===== config.mk =====
export PLATFORM = sky130hd
export DESIGN_NAME = ite_engine
export DESIGN_NICKNAME = d
export VERILOG_FILES = /design/src/rtl/ite_pkg.sv /design/src/rtl/ite_engine.sv /design/src/rtl/ite_fifo.sv
export SDC_FILE = /design/constraint.sdc
export NUM_CORES = 2
export LEC_CHECK = 0
export BUFFER_PORTS_ARGS = -buffer_cell sky130_fd_sc_hd__buf_2
export CAP_MARGIN = 40
export CORE_UTILIZATION = 30
export CTS_BUF_LIST = sky130_fd_sc_hd__clkbuf_8
export DETAILED_ROUTE_END_ITERATION = 8
export HOLD_SLACK_MARGIN = 0.02
export MAX_ROUTING_LAYER = met4
export PLACE_DENSITY_LB_ADDON = 0.12
export SETUP_SLACK_MARGIN = 0.2
export SLEW_MARGIN = 20
export SYNTH_ARGS = -nofsm -noshare
export SYNTH_HDL_FRONTEND = slang
export SYNTH_SLANG_ARGS = --single-unit

===== constraint.sdc =====
create_clock -name i_clk -period 21.1 [get_ports i_clk]
set_input_delay 2.11 -clock i_clk [delete_from_list [all_inputs] [get_ports i_clk]]
set_output_delay 2.11 -clock i_clk [all_outputs]
set_load 0.05 [all_outputs]

===== src/rtl/ite_pkg.sv =====
// Package of constants and carrier types for the interrupt transfer engine
package ite_pkg;

  // Transfer mode field codes
  localparam logic [1:0] MODE_NORMAL = 2'h0;
  localparam logic [1:0] MODE_REPEAT = 2'h1;
  localparam logic [1:0] MODE_BLOCK = 2'h2;

  // Unit size field codes
  localparam logic [1:0] SZ_BYTE = 2'h0;
  localparam logic [1:0] SZ_WORD = 2'h1;
  localparam logic [1:0] SZ_LONG = 2'h2;

  // Address step mode codes (0x fixed)
  localparam logic [1:0] STEP_INC = 2'h2;
  localparam logic [1:0] STEP_DEC = 2'h3;

  // transfer_mode_a field positions
  localparam int MA_MODE_LSB = 6;
  localparam int MA_SIZE_LSB = 4;
  localparam int MA_STEP_LSB = 2;

  // transfer_mode_b field positions
  localparam int MB_CHAIN_EN_BIT = 7;
  localparam int MB_CHAIN_COND_BIT = 6;
  localparam int MB_IRQ_EVERY_BIT = 5;
  localparam int MB_AREA_SIDE_BIT = 4;
  localparam int MB_DST_STEP_LSB = 2;

  // Descriptor layout: last word index and length in bytes
  localparam logic [1:0] DESC_LAST_SHORT = 2'h2;
  localparam logic [1:0] DESC_LAST_FULL = 2'h3;
  localparam logic [31:0] DESC_BYTES_SHORT = 32'h0000000c;
  localparam logic [31:0] DESC_BYTES_FULL = 32'h00000010;

  // Word indices holding each pointer
  localparam logic [1:0] SHORT_SRC_WORD = 2'h0;
  localparam logic [1:0] SHORT_DST_WORD = 2'h1;
  localparam logic [1:0] FULL_SRC_WORD = 2'h1;
  localparam logic [1:0] FULL_DST_WORD = 2'h2;

  // Reset value of held descriptor state
  localparam logic [31:0] REG_RESET = 32'h00000000;

  // Data FIFO shape
  localparam int FIFO_WIDTH = 32;
  localparam int FIFO_DEPTH = 16;

  typedef enum logic [2:0] {
    ST_IDLE = 3'b000,
    ST_VEC = 3'b001,
    ST_DRD = 3'b010,
    ST_RD = 3'b011,
    ST_PUSH = 3'b100,
    ST_WR = 3'b101,
    ST_WB = 3'b110
  } ite_state_t;

  // Memory bus request, held until acknowledged
  typedef struct packed {
    logic req;
    logic we;
    logic [1:0] size;
    logic [31:0] addr;
    logic [31:0] wdata;
  } ite_mem_req_t;

endpackage


===== src/rtl/ite_engine.sv =====
// Interrupt-activated data mover: descriptor fetch, unit move, writeback
// Function
// Vector, read descriptor, move data, write back
// Descriptor state lives only in memory
// Mode field: normal, repeat, block; 11 unused
// Size field: byte, word, longword; 11 unused
// Fixed source pointer, its writeback skipped
// Source steps up or down by unit size
// Short mode: 3-word descriptors, 24-bit pointers
// Full mode: 4-word descriptors, 32-bit pointers
// Odd address word/longword splits into pieces
// Longword at 4n+2 splits into pieces
// One activation may run chained descriptors
// Chaining may require counter at zero
// Pass activation to CPU as interrupt
// Held descriptor may skip the fetch
// Descriptor accesses are 32-bit single cycles
// Software enables on-chip RAM before use
// Interrupt every transfer or at count end
// Area side picks repeat/block restore pointer
// Chain condition; chained step clears nothing
// Short pointers sign-extend from bit 23
// Count decrements per unit; zero ends
`timescale 1ns/1ps
`default_nettype none
module ite_engine (
  input wire logic i_clk,
  input wire logic i_resetn,
  input wire logic i_full_addr,
  input wire logic i_skip_en,
  input wire logic i_act_valid,
  input wire logic [31:0] i_act_vector,
  output logic o_act_ready,
  output ite_pkg::ite_mem_req_t o_mem,
  input wire logic i_mem_ack,
  input wire logic [31:0] i_mem_rdata,
  output logic o_cpu_irq,
  output logic o_flag_clear,
  output logic o_busy
);
  ////////////////////////////////////////////////////////////////////////////
  function automatic logic [31:0] ext24(input logic [31:0] a, input logic full);
    return full ? a : {{8{a[23]}}, a[23:0]};
  endfunction

  function automatic logic [2:0] unit_bytes(input logic [1:0] sz);
    case (sz)
      ite_pkg::SZ_WORD: return 3'h2;
      ite_pkg::SZ_LONG: return 3'h4;
      default: return 3'h1;
    endcase
  endfunction

  // Largest piece that is aligned and fits what is left
  function automatic logic [1:0] piece_size(input logic [1:0] a, input logic [2:0] rem);
    if (a[0] || rem == 3'h1) begin
      return ite_pkg::SZ_BYTE;
    end else if (a[1] || rem < 3'h4) begin
      return ite_pkg::SZ_WORD;
    end else begin
      return ite_pkg::SZ_LONG;
    end
  endfunction

  function automatic logic [31:0] step_addr(input logic [31:0] a, input logic [1:0] m,
                                            input logic [1:0] sz, input logic full);
    logic [31:0] d;
    d = {29'h0, unit_bytes(sz)};
    if (m == ite_pkg::STEP_INC) begin
      return ext24(a + d, full);
    end else if (m == ite_pkg::STEP_DEC) begin
      return ext24(a - d, full);
    end else begin
      return a;
    end
  endfunction

  // Move the area pointer back by one repeat/block span
  function automatic logic [31:0] restore(input logic [31:0] a, input logic [1:0] m,
                                          input logic [1:0] sz, input logic [7:0] span,
                                          input logic full);
    logic [31:0] d;
    d = {24'h0, span} << {30'h0, sz};
    if (m == ite_pkg::STEP_INC) begin
      return ext24(a - d, full);
    end else if (m == ite_pkg::STEP_DEC) begin
      return ext24(a + d, full);
    end else begin
      return a;
    end
  endfunction

  ////////////////////////////////////////////////////////////////////////////
  ite_pkg::ite_state_t state_r, state_nxt;
  // Descriptor image; no path to it but the memory bus
  logic [7:0] moda_r, moda_nxt, modb_r, modb_nxt;
  logic [31:0] srcp_r, srcp_nxt, dstp_r, dstp_nxt;
  logic [15:0] cnta_r, cnta_nxt, cntb_r, cntb_nxt;
  logic [31:0] desc_r, desc_nxt, vec_r, vec_nxt, last_vec_r, last_vec_nxt;
  logic [31:0] acc_r, acc_nxt;
  logic [1:0] widx_r, widx_nxt;
  logic [2:0] k_r, k_nxt;
  logic held_r, held_nxt, fin_r, fin_nxt, irq_nxt, clr_nxt;

  logic [1:0] md, sz, sm, dm, psz, desc_last;
  logic chain_on, chain_at0, irq_all, area_src;
  logic [2:0] ub, pb;
  logic [31:0] pmask, desc_bytes;
  logic skip_hit, piece_last, wb_skip, chain;
  logic fifo_in_valid, fifo_in_ready, fifo_out_valid, fifo_out_ready;
  logic [31:0] fifo_out_data;

  // Unit-end arithmetic
  logic [31:0] src_s, dst_s;
  logic [15:0] cnta_n, cntb_n;
  logic [7:0] cnta_lo;
  logic reload, fin_n;

  always_comb begin
    md = moda_r[ite_pkg::MA_MODE_LSB +: 2];
    sz = moda_r[ite_pkg::MA_SIZE_LSB +: 2];
    sm = moda_r[ite_pkg::MA_STEP_LSB +: 2];
    dm = modb_r[ite_pkg::MB_DST_STEP_LSB +: 2];
    chain_on = modb_r[ite_pkg::MB_CHAIN_EN_BIT];
    chain_at0 = modb_r[ite_pkg::MB_CHAIN_COND_BIT];
    irq_all = modb_r[ite_pkg::MB_IRQ_EVERY_BIT];
    area_src = modb_r[ite_pkg::MB_AREA_SIDE_BIT];
    desc_last = i_full_addr ? ite_pkg::DESC_LAST_FULL : ite_pkg::DESC_LAST_SHORT;
    desc_bytes = i_full_addr ? ite_pkg::DESC_BYTES_FULL : ite_pkg::DESC_BYTES_SHORT;
    ub = unit_bytes(sz);
    psz = piece_size(state_r == ite_pkg::ST_WR ? dstp_r[1:0] + k_r[1:0]
                                               : srcp_r[1:0] + k_r[1:0], ub - k_r);
    pb = unit_bytes(psz);
    pmask = (psz == ite_pkg::SZ_BYTE) ? 32'h000000ff :
            (psz == ite_pkg::SZ_WORD) ? 32'h0000ffff : 32'hffffffff;
    piece_last = (k_r + pb) == ub;
    skip_hit = i_skip_en && held_r && (i_act_vector == last_vec_r);
    wb_skip = i_full_addr ?
      ((widx_r == ite_pkg::FULL_SRC_WORD && !sm[1]) ||
       (widx_r == ite_pkg::FULL_DST_WORD && !dm[1])) :
      ((widx_r == ite_pkg::SHORT_SRC_WORD && !sm[1]) ||
       (widx_r == ite_pkg::SHORT_DST_WORD && !dm[1]));
    chain = chain_on && (!chain_at0 || fin_r);
  end

  always_comb begin
    src_s = step_addr(srcp_r, sm, sz, i_full_addr);
    dst_s = step_addr(dstp_r, dm, sz, i_full_addr);
    cnta_n = cnta_r;
    cntb_n = cntb_r;
    cnta_lo = cnta_r[7:0] - 8'h1;
    reload = 1'b0;
    fin_n = 1'b0;
    case (md)
      ite_pkg::MODE_REPEAT: begin
        reload = cnta_lo == 8'h0;
        cnta_n = {cnta_r[15:8], reload ? cnta_r[15:8] : cnta_lo};
      end
      ite_pkg::MODE_BLOCK: begin
        reload = cnta_lo == 8'h0;
        cnta_n = {cnta_r[15:8], reload ? cnta_r[15:8] : cnta_lo};
        cntb_n = reload ? cntb_r - 16'h1 : cntb_r;
        fin_n = reload && cntb_n == 16'h0;
      end
      default: begin
        cnta_n = cnta_r - 16'h1;
        fin_n = cnta_n == 16'h0;
      end
    endcase
    if (reload && area_src) begin
      src_s = restore(src_s, sm, sz, cnta_r[15:8], i_full_addr);
    end else if (reload) begin
      dst_s = restore(dst_s, dm, sz, cnta_r[15:8], i_full_addr);
    end
  end

  ////////////////////////////////////////////////////////////////////////////
  always_comb begin
    state_nxt = state_r;
    moda_nxt = moda_r;
    modb_nxt = modb_r;
    srcp_nxt = srcp_r;
    dstp_nxt = dstp_r;
    cnta_nxt = cnta_r;
    cntb_nxt = cntb_r;
    desc_nxt = desc_r;
    vec_nxt = vec_r;
    last_vec_nxt = last_vec_r;
    acc_nxt = acc_r;
    widx_nxt = widx_r;
    k_nxt = k_r;
    held_nxt = held_r;
    fin_nxt = fin_r;
    irq_nxt = 1'b0;
    clr_nxt = 1'b0;
    o_mem = '0;
    fifo_in_valid = 1'b0;
    fifo_out_ready = 1'b0;
    case (state_r)
      ite_pkg::ST_IDLE: begin
        if (i_act_valid) begin
          vec_nxt = i_act_vector;
          fin_nxt = 1'b0;
          k_nxt = 3'h0;
          acc_nxt = ite_pkg::REG_RESET;
          state_nxt = skip_hit ? ite_pkg::ST_RD : ite_pkg::ST_VEC;
        end
      end
      ite_pkg::ST_VEC: begin
        o_mem.req = 1'b1;
        o_mem.size = ite_pkg::SZ_LONG;
        o_mem.addr = vec_r;
        if (i_mem_ack) begin
          desc_nxt = i_mem_rdata;
          widx_nxt = 2'h0;
          state_nxt = ite_pkg::ST_DRD;
        end
      end
      ite_pkg::ST_DRD: begin
        o_mem.req = 1'b1;
        o_mem.size = ite_pkg::SZ_LONG;
        o_mem.addr = desc_r + {28'h0, widx_r, 2'h0};
        if (i_mem_ack) begin
          if (!i_full_addr) begin
            case (widx_r)
              2'h0: begin
                moda_nxt = i_mem_rdata[31:24];
                srcp_nxt = ext24(i_mem_rdata, 1'b0);
              end
              2'h1: begin
                modb_nxt = i_mem_rdata[31:24];
                dstp_nxt = ext24(i_mem_rdata, 1'b0);
              end
              default: begin
                cnta_nxt = i_mem_rdata[31:16];
                cntb_nxt = i_mem_rdata[15:0];
              end
            endcase
          end else begin
            case (widx_r)
              2'h0: begin
                moda_nxt = i_mem_rdata[31:24];
                modb_nxt = i_mem_rdata[23:16];
              end
              2'h1: srcp_nxt = i_mem_rdata;
              2'h2: dstp_nxt = i_mem_rdata;
              default: begin
                cnta_nxt = i_mem_rdata[31:16];
                cntb_nxt = i_mem_rdata[15:0];
              end
            endcase
          end
          widx_nxt = widx_r + 2'h1;
          if (widx_r == desc_last) begin
            k_nxt = 3'h0;
            acc_nxt = ite_pkg::REG_RESET;
            state_nxt = ite_pkg::ST_RD;
          end
        end
      end
      ite_pkg::ST_RD: begin
        o_mem.req = 1'b1;
        o_mem.size = psz;
        o_mem.addr = srcp_r + {29'h0, k_r};
        if (i_mem_ack) begin
          acc_nxt = acc_r | ((i_mem_rdata & pmask) << {26'h0, k_r, 3'h0});
          k_nxt = k_r + pb;
          if (piece_last) begin
            state_nxt = ite_pkg::ST_PUSH;
          end
        end
      end
      ite_pkg::ST_PUSH: begin
        // Waits here while the FIFO is full
        fifo_in_valid = 1'b1;
        if (fifo_in_ready) begin
          k_nxt = 3'h0;
          state_nxt = ite_pkg::ST_WR;
        end
      end
      ite_pkg::ST_WR: begin
        o_mem.req = fifo_out_valid;
        o_mem.we = 1'b1;
        o_mem.size = psz;
        o_mem.addr = dstp_r + {29'h0, k_r};
        o_mem.wdata = fifo_out_data >> {26'h0, k_r, 3'h0};
        if (fifo_out_valid && i_mem_ack) begin
          k_nxt = k_r + pb;
          if (piece_last) begin
            fifo_out_ready = 1'b1;
            srcp_nxt = src_s;
            dstp_nxt = dst_s;
            cnta_nxt = cnta_n;
            cntb_nxt = cntb_n;
            fin_nxt = fin_n;
            k_nxt = 3'h0;
            acc_nxt = ite_pkg::REG_RESET;
            widx_nxt = 2'h0;
            // Block mode moves the whole block per activation
            state_nxt = (md == ite_pkg::MODE_BLOCK && !reload) ? ite_pkg::ST_RD
                                                                : ite_pkg::ST_WB;
          end
        end
      end
      ite_pkg::ST_WB: begin
        o_mem.req = !wb_skip;
        o_mem.we = 1'b1;
        o_mem.size = ite_pkg::SZ_LONG;
        o_mem.addr = desc_r + {28'h0, widx_r, 2'h0};
        if (!i_full_addr) begin
          o_mem.wdata = (widx_r == 2'h0) ? {moda_r, srcp_r[23:0]} :
                        (widx_r == 2'h1) ? {modb_r, dstp_r[23:0]} : {cnta_r, cntb_r};
        end else begin
          o_mem.wdata = (widx_r == 2'h0) ? {moda_r, modb_r, 16'h0} :
                        (widx_r == 2'h1) ? srcp_r :
                        (widx_r == 2'h2) ? dstp_r : {cnta_r, cntb_r};
        end
        if (wb_skip || i_mem_ack) begin
          widx_nxt = widx_r + 2'h1;
          if (widx_r == desc_last) begin
            widx_nxt = 2'h0;
            if (chain) begin
              desc_nxt = desc_r + desc_bytes;
              held_nxt = 1'b0;
              fin_nxt = 1'b0;
              state_nxt = ite_pkg::ST_DRD;
            end else begin
              held_nxt = 1'b1;
              last_vec_nxt = vec_r;
              irq_nxt = irq_all || fin_r;
              clr_nxt = !(irq_all || fin_r);
              state_nxt = ite_pkg::ST_IDLE;
            end
          end
        end
      end
      default: state_nxt = ite_pkg::ST_IDLE;
    endcase
    o_act_ready = state_r == ite_pkg::ST_IDLE;
    o_busy = state_r != ite_pkg::ST_IDLE;
  end

  always_ff @(posedge i_clk) begin
    if (!i_resetn) begin
      state_r <= ite_pkg::ST_IDLE;
      moda_r <= ite_pkg::REG_RESET[7:0];
      modb_r <= ite_pkg::REG_RESET[7:0];
      srcp_r <= ite_pkg::REG_RESET;
      dstp_r <= ite_pkg::REG_RESET;
      cnta_r <= ite_pkg::REG_RESET[15:0];
      cntb_r <= ite_pkg::REG_RESET[15:0];
      desc_r <= ite_pkg::REG_RESET;
      vec_r <= ite_pkg::REG_RESET;
      last_vec_r <= ite_pkg::REG_RESET;
      acc_r <= ite_pkg::REG_RESET;
      widx_r <= 2'h0;
      k_r <= 3'h0;
      held_r <= 1'b0;
      fin_r <= 1'b0;
      o_cpu_irq <= 1'b0;
      o_flag_clear <= 1'b0;
    end else begin
      state_r <= state_nxt;
      moda_r <= moda_nxt;
      modb_r <= modb_nxt;
      srcp_r <= srcp_nxt;
      dstp_r <= dstp_nxt;
      cnta_r <= cnta_nxt;
      cntb_r <= cntb_nxt;
      desc_r <= desc_nxt;
      vec_r <= vec_nxt;
      last_vec_r <= last_vec_nxt;
      acc_r <= acc_nxt;
      widx_r <= widx_nxt;
      k_r <= k_nxt;
      held_r <= held_nxt;
      fin_r <= fin_nxt;
      o_cpu_irq <= irq_nxt;
      o_flag_clear <= clr_nxt;
    end
  end

  ite_fifo #(
    .WIDTH(ite_pkg::FIFO_WIDTH),
    .DEPTH(ite_pkg::FIFO_DEPTH)
  ) u_fifo (
    .i_clk(i_clk),
    .i_resetn(i_resetn),
    .i_in_valid(fifo_in_valid),
    .o_in_ready(fifo_in_ready),
    .i_in_data(acc_r),
    .o_out_valid(fifo_out_valid),
    .i_out_ready(fifo_out_ready),
    .o_out_data(fifo_out_data)
  );
endmodule // ite_engine
`default_nettype wire


===== src/rtl/ite_fifo.sv =====
// Parameterised flip-flop FIFO with valid/ready on both sides
`timescale 1ns/1ps
`default_nettype none
module ite_fifo #(
  parameter int WIDTH = 32,
  parameter int DEPTH = 16
) (
  input wire logic i_clk,
  input wire logic i_resetn,
  input wire logic i_in_valid,
  output logic o_in_ready,
  input wire logic [WIDTH-1:0] i_in_data,
  output logic o_out_valid,
  input wire logic i_out_ready,
  output logic [WIDTH-1:0] o_out_data
);
  localparam int AW = $clog2(DEPTH);

  logic [WIDTH-1:0] mem_r [DEPTH];
  logic [AW-1:0] wptr_r, wptr_nxt, rptr_r, rptr_nxt;
  logic [AW:0] cnt_r, cnt_nxt;
  logic push, pop;

  always_comb begin
    o_in_ready = cnt_r != (AW+1)'(DEPTH);
    o_out_valid = cnt_r != '0;
    o_out_data = mem_r[rptr_r];
    push = i_in_valid && o_in_ready;
    pop = o_out_valid && i_out_ready;
    wptr_nxt = push ? wptr_r + AW'(1) : wptr_r;
    rptr_nxt = pop ? rptr_r + AW'(1) : rptr_r;
    cnt_nxt = cnt_r + (AW+1)'(push) - (AW+1)'(pop);
  end

  always_ff @(posedge i_clk) begin
    if (!i_resetn) begin
      wptr_r <= '0;
      rptr_r <= '0;
      cnt_r <= '0;
    end else begin
      wptr_r <= wptr_nxt;
      rptr_r <= rptr_nxt;
      cnt_r <= cnt_nxt;
    end
  end

  // Storage needs no reset; only the pointers and count define validity
  always_ff @(posedge i_clk) begin
    if (push) begin
      mem_r[wptr_r] <= i_in_data;
    end
  end
endmodule // ite_fifo
`default_nettype wire


* Word-level counts from Yosys, hierarchy flattened
Memory sizes are Yosys's and may differ from the RTL's. A register that Yosys moved wholly into a read port is not among the register bits.
Cells that the tools add are included.
** Storage, ports and cells
- Register bits :: 265
- Bits in latches :: 0
- Memory bits (writable) :: 512
- Bits in read-only memories :: 0
- Input bits :: 70
- Output and inout bits :: 72
- Memories kept :: 1
** Memories
- u_fifo.mem_r :: depth 16, bits a word 32, rd ports 1, clocked after Yosys merged registers in 1, wr ports 1, line ite_fifo.sv:19 : logic [WIDTH-1:0] mem_r [DEPTH];
** Cells by class
- Add/subtract/negate cells :: 24
- Multiply operators :: 0
- Divide/modulo/power cells :: 0
- Order comparisons :: 1
- Equality and inequality tests :: 44
- Shift operators :: 3
- Muxes and demuxes :: 134
- Bitwise operators :: 7
- Reductions and logical operators :: 64
** Operator list (count)
- two-way mux 32 bit :: 49
- one-hot mux 32 bit (2 select lines) :: 4
- two-way mux 16 bit :: 15
- one-hot mux 34 bit (4 select lines) :: 1
- adder 32 x 3 -> 32 bit :: 4
- one-hot mux 32 bit (4 select lines) :: 1
- adder 32 bit :: 2
- one-hot mux 16 bit (2 select lines) :: 2
- subtractor 32 x 3 -> 32 bit :: 2
- subtractor 32 bit :: 2
- two-way mux 3 bit :: 19
- AND reduction 7 bit :: 5
- adder 32 x 4 -> 32 bit :: 1
- adder 32 x 5 -> 32 bit :: 1
- bitwise AND 32 bit :: 1
- equality test 32 bit :: 1
- logical NOT 16 bit :: 2
- two-way mux 8 bit :: 4
- OR 32 bit :: 1
- left shift 32 x 6 -> 32 bit :: 1
- left shift 8 x 2 -> 32 bit :: 1
- >> shifter 32 x 6 -> 32 bit :: 1
- subtractor 16 x 1 -> 16 bit (second input constant) :: 2
- inequality test 2 bit (second input constant) :: 12
- 49 further kinds :: 143

* Depth between registers and ports, before layout
- Word-level depth :: 17
- Gate-level depth with buffers :: 33
- Gate-level depth less buffers :: 27

* Cells and area by module
Synthesis repeated with hierarchy kept, for this count alone.
** Unflattened totals
- Cell total of the unflattened synthesis :: 4575
- Area total of the unflattened synthesis :: 45391.0 sq um
** By module, submodules not included
- ite_engine :: times used 1, cells an instance 3682, area each 25345.6 sq um
- ite_fifo :: times used 1, cells an instance 893, area each 20045.5 sq um

* Worst setup path before layout
Ideal clock, no wire load.
- Path kind :: input port to output port
- From :: input i_full_addr
- To :: output o_mem[29] (netlist bit)
- Arrival time :: 5.268 ns
- Path slack :: 13.722 ns
- Stages on the path :: 9
- Path buffers :: 6
- Path through :: clkbuf_1 > clkbuf_1 > buf_1 > clkbuf_1 > clkbuf_1 > clkbuf_1 > mux4_2 > mux2i_1 > o21ai_0
** RTL lines
- from (decl) :: line ite_engine.sv:29 : input wire logic i_full_addr,
- to (decl) :: line ite_engine.sv:34 : output ite_pkg::ite_mem_req_t o_mem,

==> flow_summary.json <==
{
  "synthesis.instances": 4484,
  "ir_worst_vdd_mv": 0.0522,
  "period_needed_ns": 8.20,
  "drv_cap": 0,
  "fillers": 15361,
  "synth_ff_type": "edfxtp_1",
  "holdWs_ns": 0.465,
  "critPathBufInv": 2,
  "max_freq_ghz": 0.122,
  "ys_ff_latch": 781,
  "layout_commonest_cell": "edfxtp_1",
  "status": "finished clean",
  "finalNetCount": 4724,
  "die_x_um": 390,
  "synth_cell_types": 105,
  "first_pass_iters": 8,
  "cts_made_buffers": 141,
  "gp_congestion": 0.977,
  "dieArea_um2": 152000,
  "root_buffer": "clkbuf_8",
  "cp-end-kind": "primary output",
  "yosysWarnings": 0,
  "critPathLaunchType": "register",
  "path_max_fanout": 32,
  "syn-num-nets": 4657,
  "fp-row-count": 142,
  "path_class": "reg2out",
  "clk_path_buf_depth": 3,
  "grt_pass1_vias": 36377,
  "layout_common_cells": "edfxtp_1, nand2_1, nor2_1",
  "grt_max_degree": 96,
  "avgSynthCellArea_um2": 10.1,
  "crit_top_cell": "a21oi_1",
  "slowest_stage": "and3b_4",
  "seq_area_frac_synth_pct": 45.9,
  "grt.total_usage_pct": 26.8,
  "overflow": 0,
  "rsz0062_at_grt": "false",
  "area_delta_synth_final_pct": 13.1,
  "powerDensity_nw_per_um2": 102,
  "arrival_ns": 6.09,
  "layout_setup_ws_ns": 12.90,
  "wire_per_inst_um": 30.2,
  "critPathMaxStageDelay_ns": 0.73,
  "skew_ns": 0.0588,
  "clkTransAtPathRegs_ns": 0.07,
  "postRouteAntennaNets": 0,
  "critPathTopFamily": "simple AND/OR/NAND/NOR gates",
  "p_leak_nw": 17.0,
  "num_vias": 38497,
  "clock_latency_ns": 0.90,
  "coreArea_um2": 150000,
  "synthArstFlopShare_pct": 0,
  "hold_viol": 0,
  "synth_edf_count": 512,
  "syn-cell-area_um2": 45300,
  "htreeDepth": 4,
  "antenna_found_initial": 17,
  "cts_tree": "done",
  "tightest_slew_ns": 1.01,
  "port_buffers": 141,
  "post_cts_buffers": 0,
  "cts_sinks": 781,
  "wirelength_um": 202000,
  "finalSetupViolCount": 0,
  "max_slew_margin_pct": 31.7,
  "route.detailed.drc": 0,
  "period_share_pct": 38.9,
  "holdBufCountCts": 0,
  "layout-drive-gt1-share_pct": 15.9,
  "initial_core_util_pct": 30.2,
  "crit_chain": "and3b_4 > buf_4 > nor2_1 > a21o_1 > ha_1 > a21o_1 > a21oi_1 > a21oi_1 > nand3_1 > nor2_1 > and2_1 > nor2b_1 > nand2_1 > xor2_1 > a21oi_1 > o22ai_1 > buf_2",
  "grt_pass1_wl_um": 283000,
  "maxSlewViolCount": 0,
  "final_core_util_pct": 34.2,
  "critPathRequiredTime_ns": 18.99,
  "drtIter0Drc": 4378,
  "dp_hpwl_um": 141000,
  "vias_per_cell": 5.75,
  "cts_resized": 0,
  "fin_setup_tns_ns": 0,
  "io_pins": 142,
  "post-place-ws_ns": 13.13,
  "min_path_type": "reg2reg",
  "fp.dieH_um": 390
}
logic make-up (layout without fill, tap and decap cells):
kind of cell / after synthesis / in the layout / share of synthesized area (%)
AO/OA/AOI/OAI: 1106 / 1106 / 15.6
adder cells (fa/ha/maj): 103 / 103 / 3.08
flip-flops: 781 / 781 / 45.9
buffers and inverters: 460 / 642 / 3.91
other: 0 / 9 / 0
multiplexers: 263 / 263 / 10.4
XOR/XNOR: 240 / 240 / 4.72
AND/OR/NAND/NOR: 1531 / 1531 / 16.5
report_power, final:
part / internal, mW / switching [mW] / total, mW / leakage [nW]
registers: 1.72 / 0.171 / 1.89 / 6.73
clock network: 0.712 / 0.719 / 1.43 / 1.58
logic: 0.623 / 1.29 / 1.91 / 8.65
total: 3.05 / 2.18 / 5.23 / 17.0
stage by stage:
step / total power [mW] / cells / instance area [um^2]
after global placement: 3.77 / 6401 / 48200
after CTS: 5.22 / 6674 / 51100
after floorplan: 3.09 / 4484 / 45300
after detailed placement: 3.78 / 6416 / 48400
final: 5.23 / 6691 / 51200
after global routing: 5.47 / 6689 / 51200
Yosys cell counts, types with 45 or more instances:
| master | n | area, um^2 |
|---|---|---|
| edfxtp_1 | 512 | 15400 |
| nand2_1 | 475 | 1780 |
| nor2_1 | 388 | 1460 |
| a21oi_1 | 334 | 1670 |
| clkbuf_1 | 286 | 1070 |
| dfxtp_1 | 269 | 5390 |
| o21ai_0 | 267 | 1340 |
| mux4_2 | 164 | 3690 |
| xnor2_1 | 132 | 1160 |
| nand3_1 | 116 | 581 |
| nor3_1 | 110 | 551 |
| inv_1 | 105 | 394 |
| xor2_1 | 105 | 920 |
| ha_1 | 89 | 1110 |
| mux2i_1 | 85 | 851 |
| nand4_1 | 74 | 463 |
| a211oi_1 | 54 | 405 |
| a31oi_1 | 50 | 313 |
| o22ai_1 | 49 | 307 |
| nor4_1 | 47 | 294 |
| or3_1 | 47 | 294 |
| nand2b_1 | 45 | 282 |
tightest hold or removal path: cells and delay by family, from the launching register on:
kind | cells | cell delay [ns]
simple gates | 1 | 0.05
flops | 1 | 0.31
compound gates | 1 | 0.05
state kept, by name (all words and copies together), names as in the netlist, 4 cells and up, named ones only:
signal,cells
last_vec_r,32
u_fifo.cnt_r,5
u_fifo.wptr_r,4
u_fifo.mem_r,512
u_fifo.rptr_r,4
desc_r,32
vec_r,32
acc_r,32
dstp_r,32
cntb_r,16
modb_r,8
srcp_r,32
moda_r,8
cnta_r,16
per-layer routing:
layer | vias up | share of wire [%] | global-route usage, %
li1 | 17032 | - | -
met1 | 19437 | 43 | 35.1
met2 | 1633 | 46 | 40.9
met3 | 395 | 7.1 | 4.66
met4 | 0 | 4.5 | 10.7
met5 | - | 0 | -
worst paths after layout:
check | start | end | slack (ns) | depth (start not counted)
worst max-delay path | state_r[1] | o_mem[63] | 12.90 | 17
worst min-delay path | last_vec_r[0] | last_vec_r[0] | 0.47 | 2
worst max register to register | state_r[1] | u_fifo.cnt_r[4] | 12.94 | 27
worst min register to register | last_vec_r[0] | last_vec_r[0] | 0.47 | 2
cell type report:
type	instances	area, um^2	area share [%]
flip-flops and latches	781	20800	40.6
clock buffers	150	2060	4.03
inverters	107	407	0.794
diodes	9	22.5	0.0440
repair buffers	277	1810	3.53
clock inverters	108	671	1.31
multi-input cells	3243	22900	44.8
well taps	2016	2520	4.93
Power figures use the tool's default switching activity.
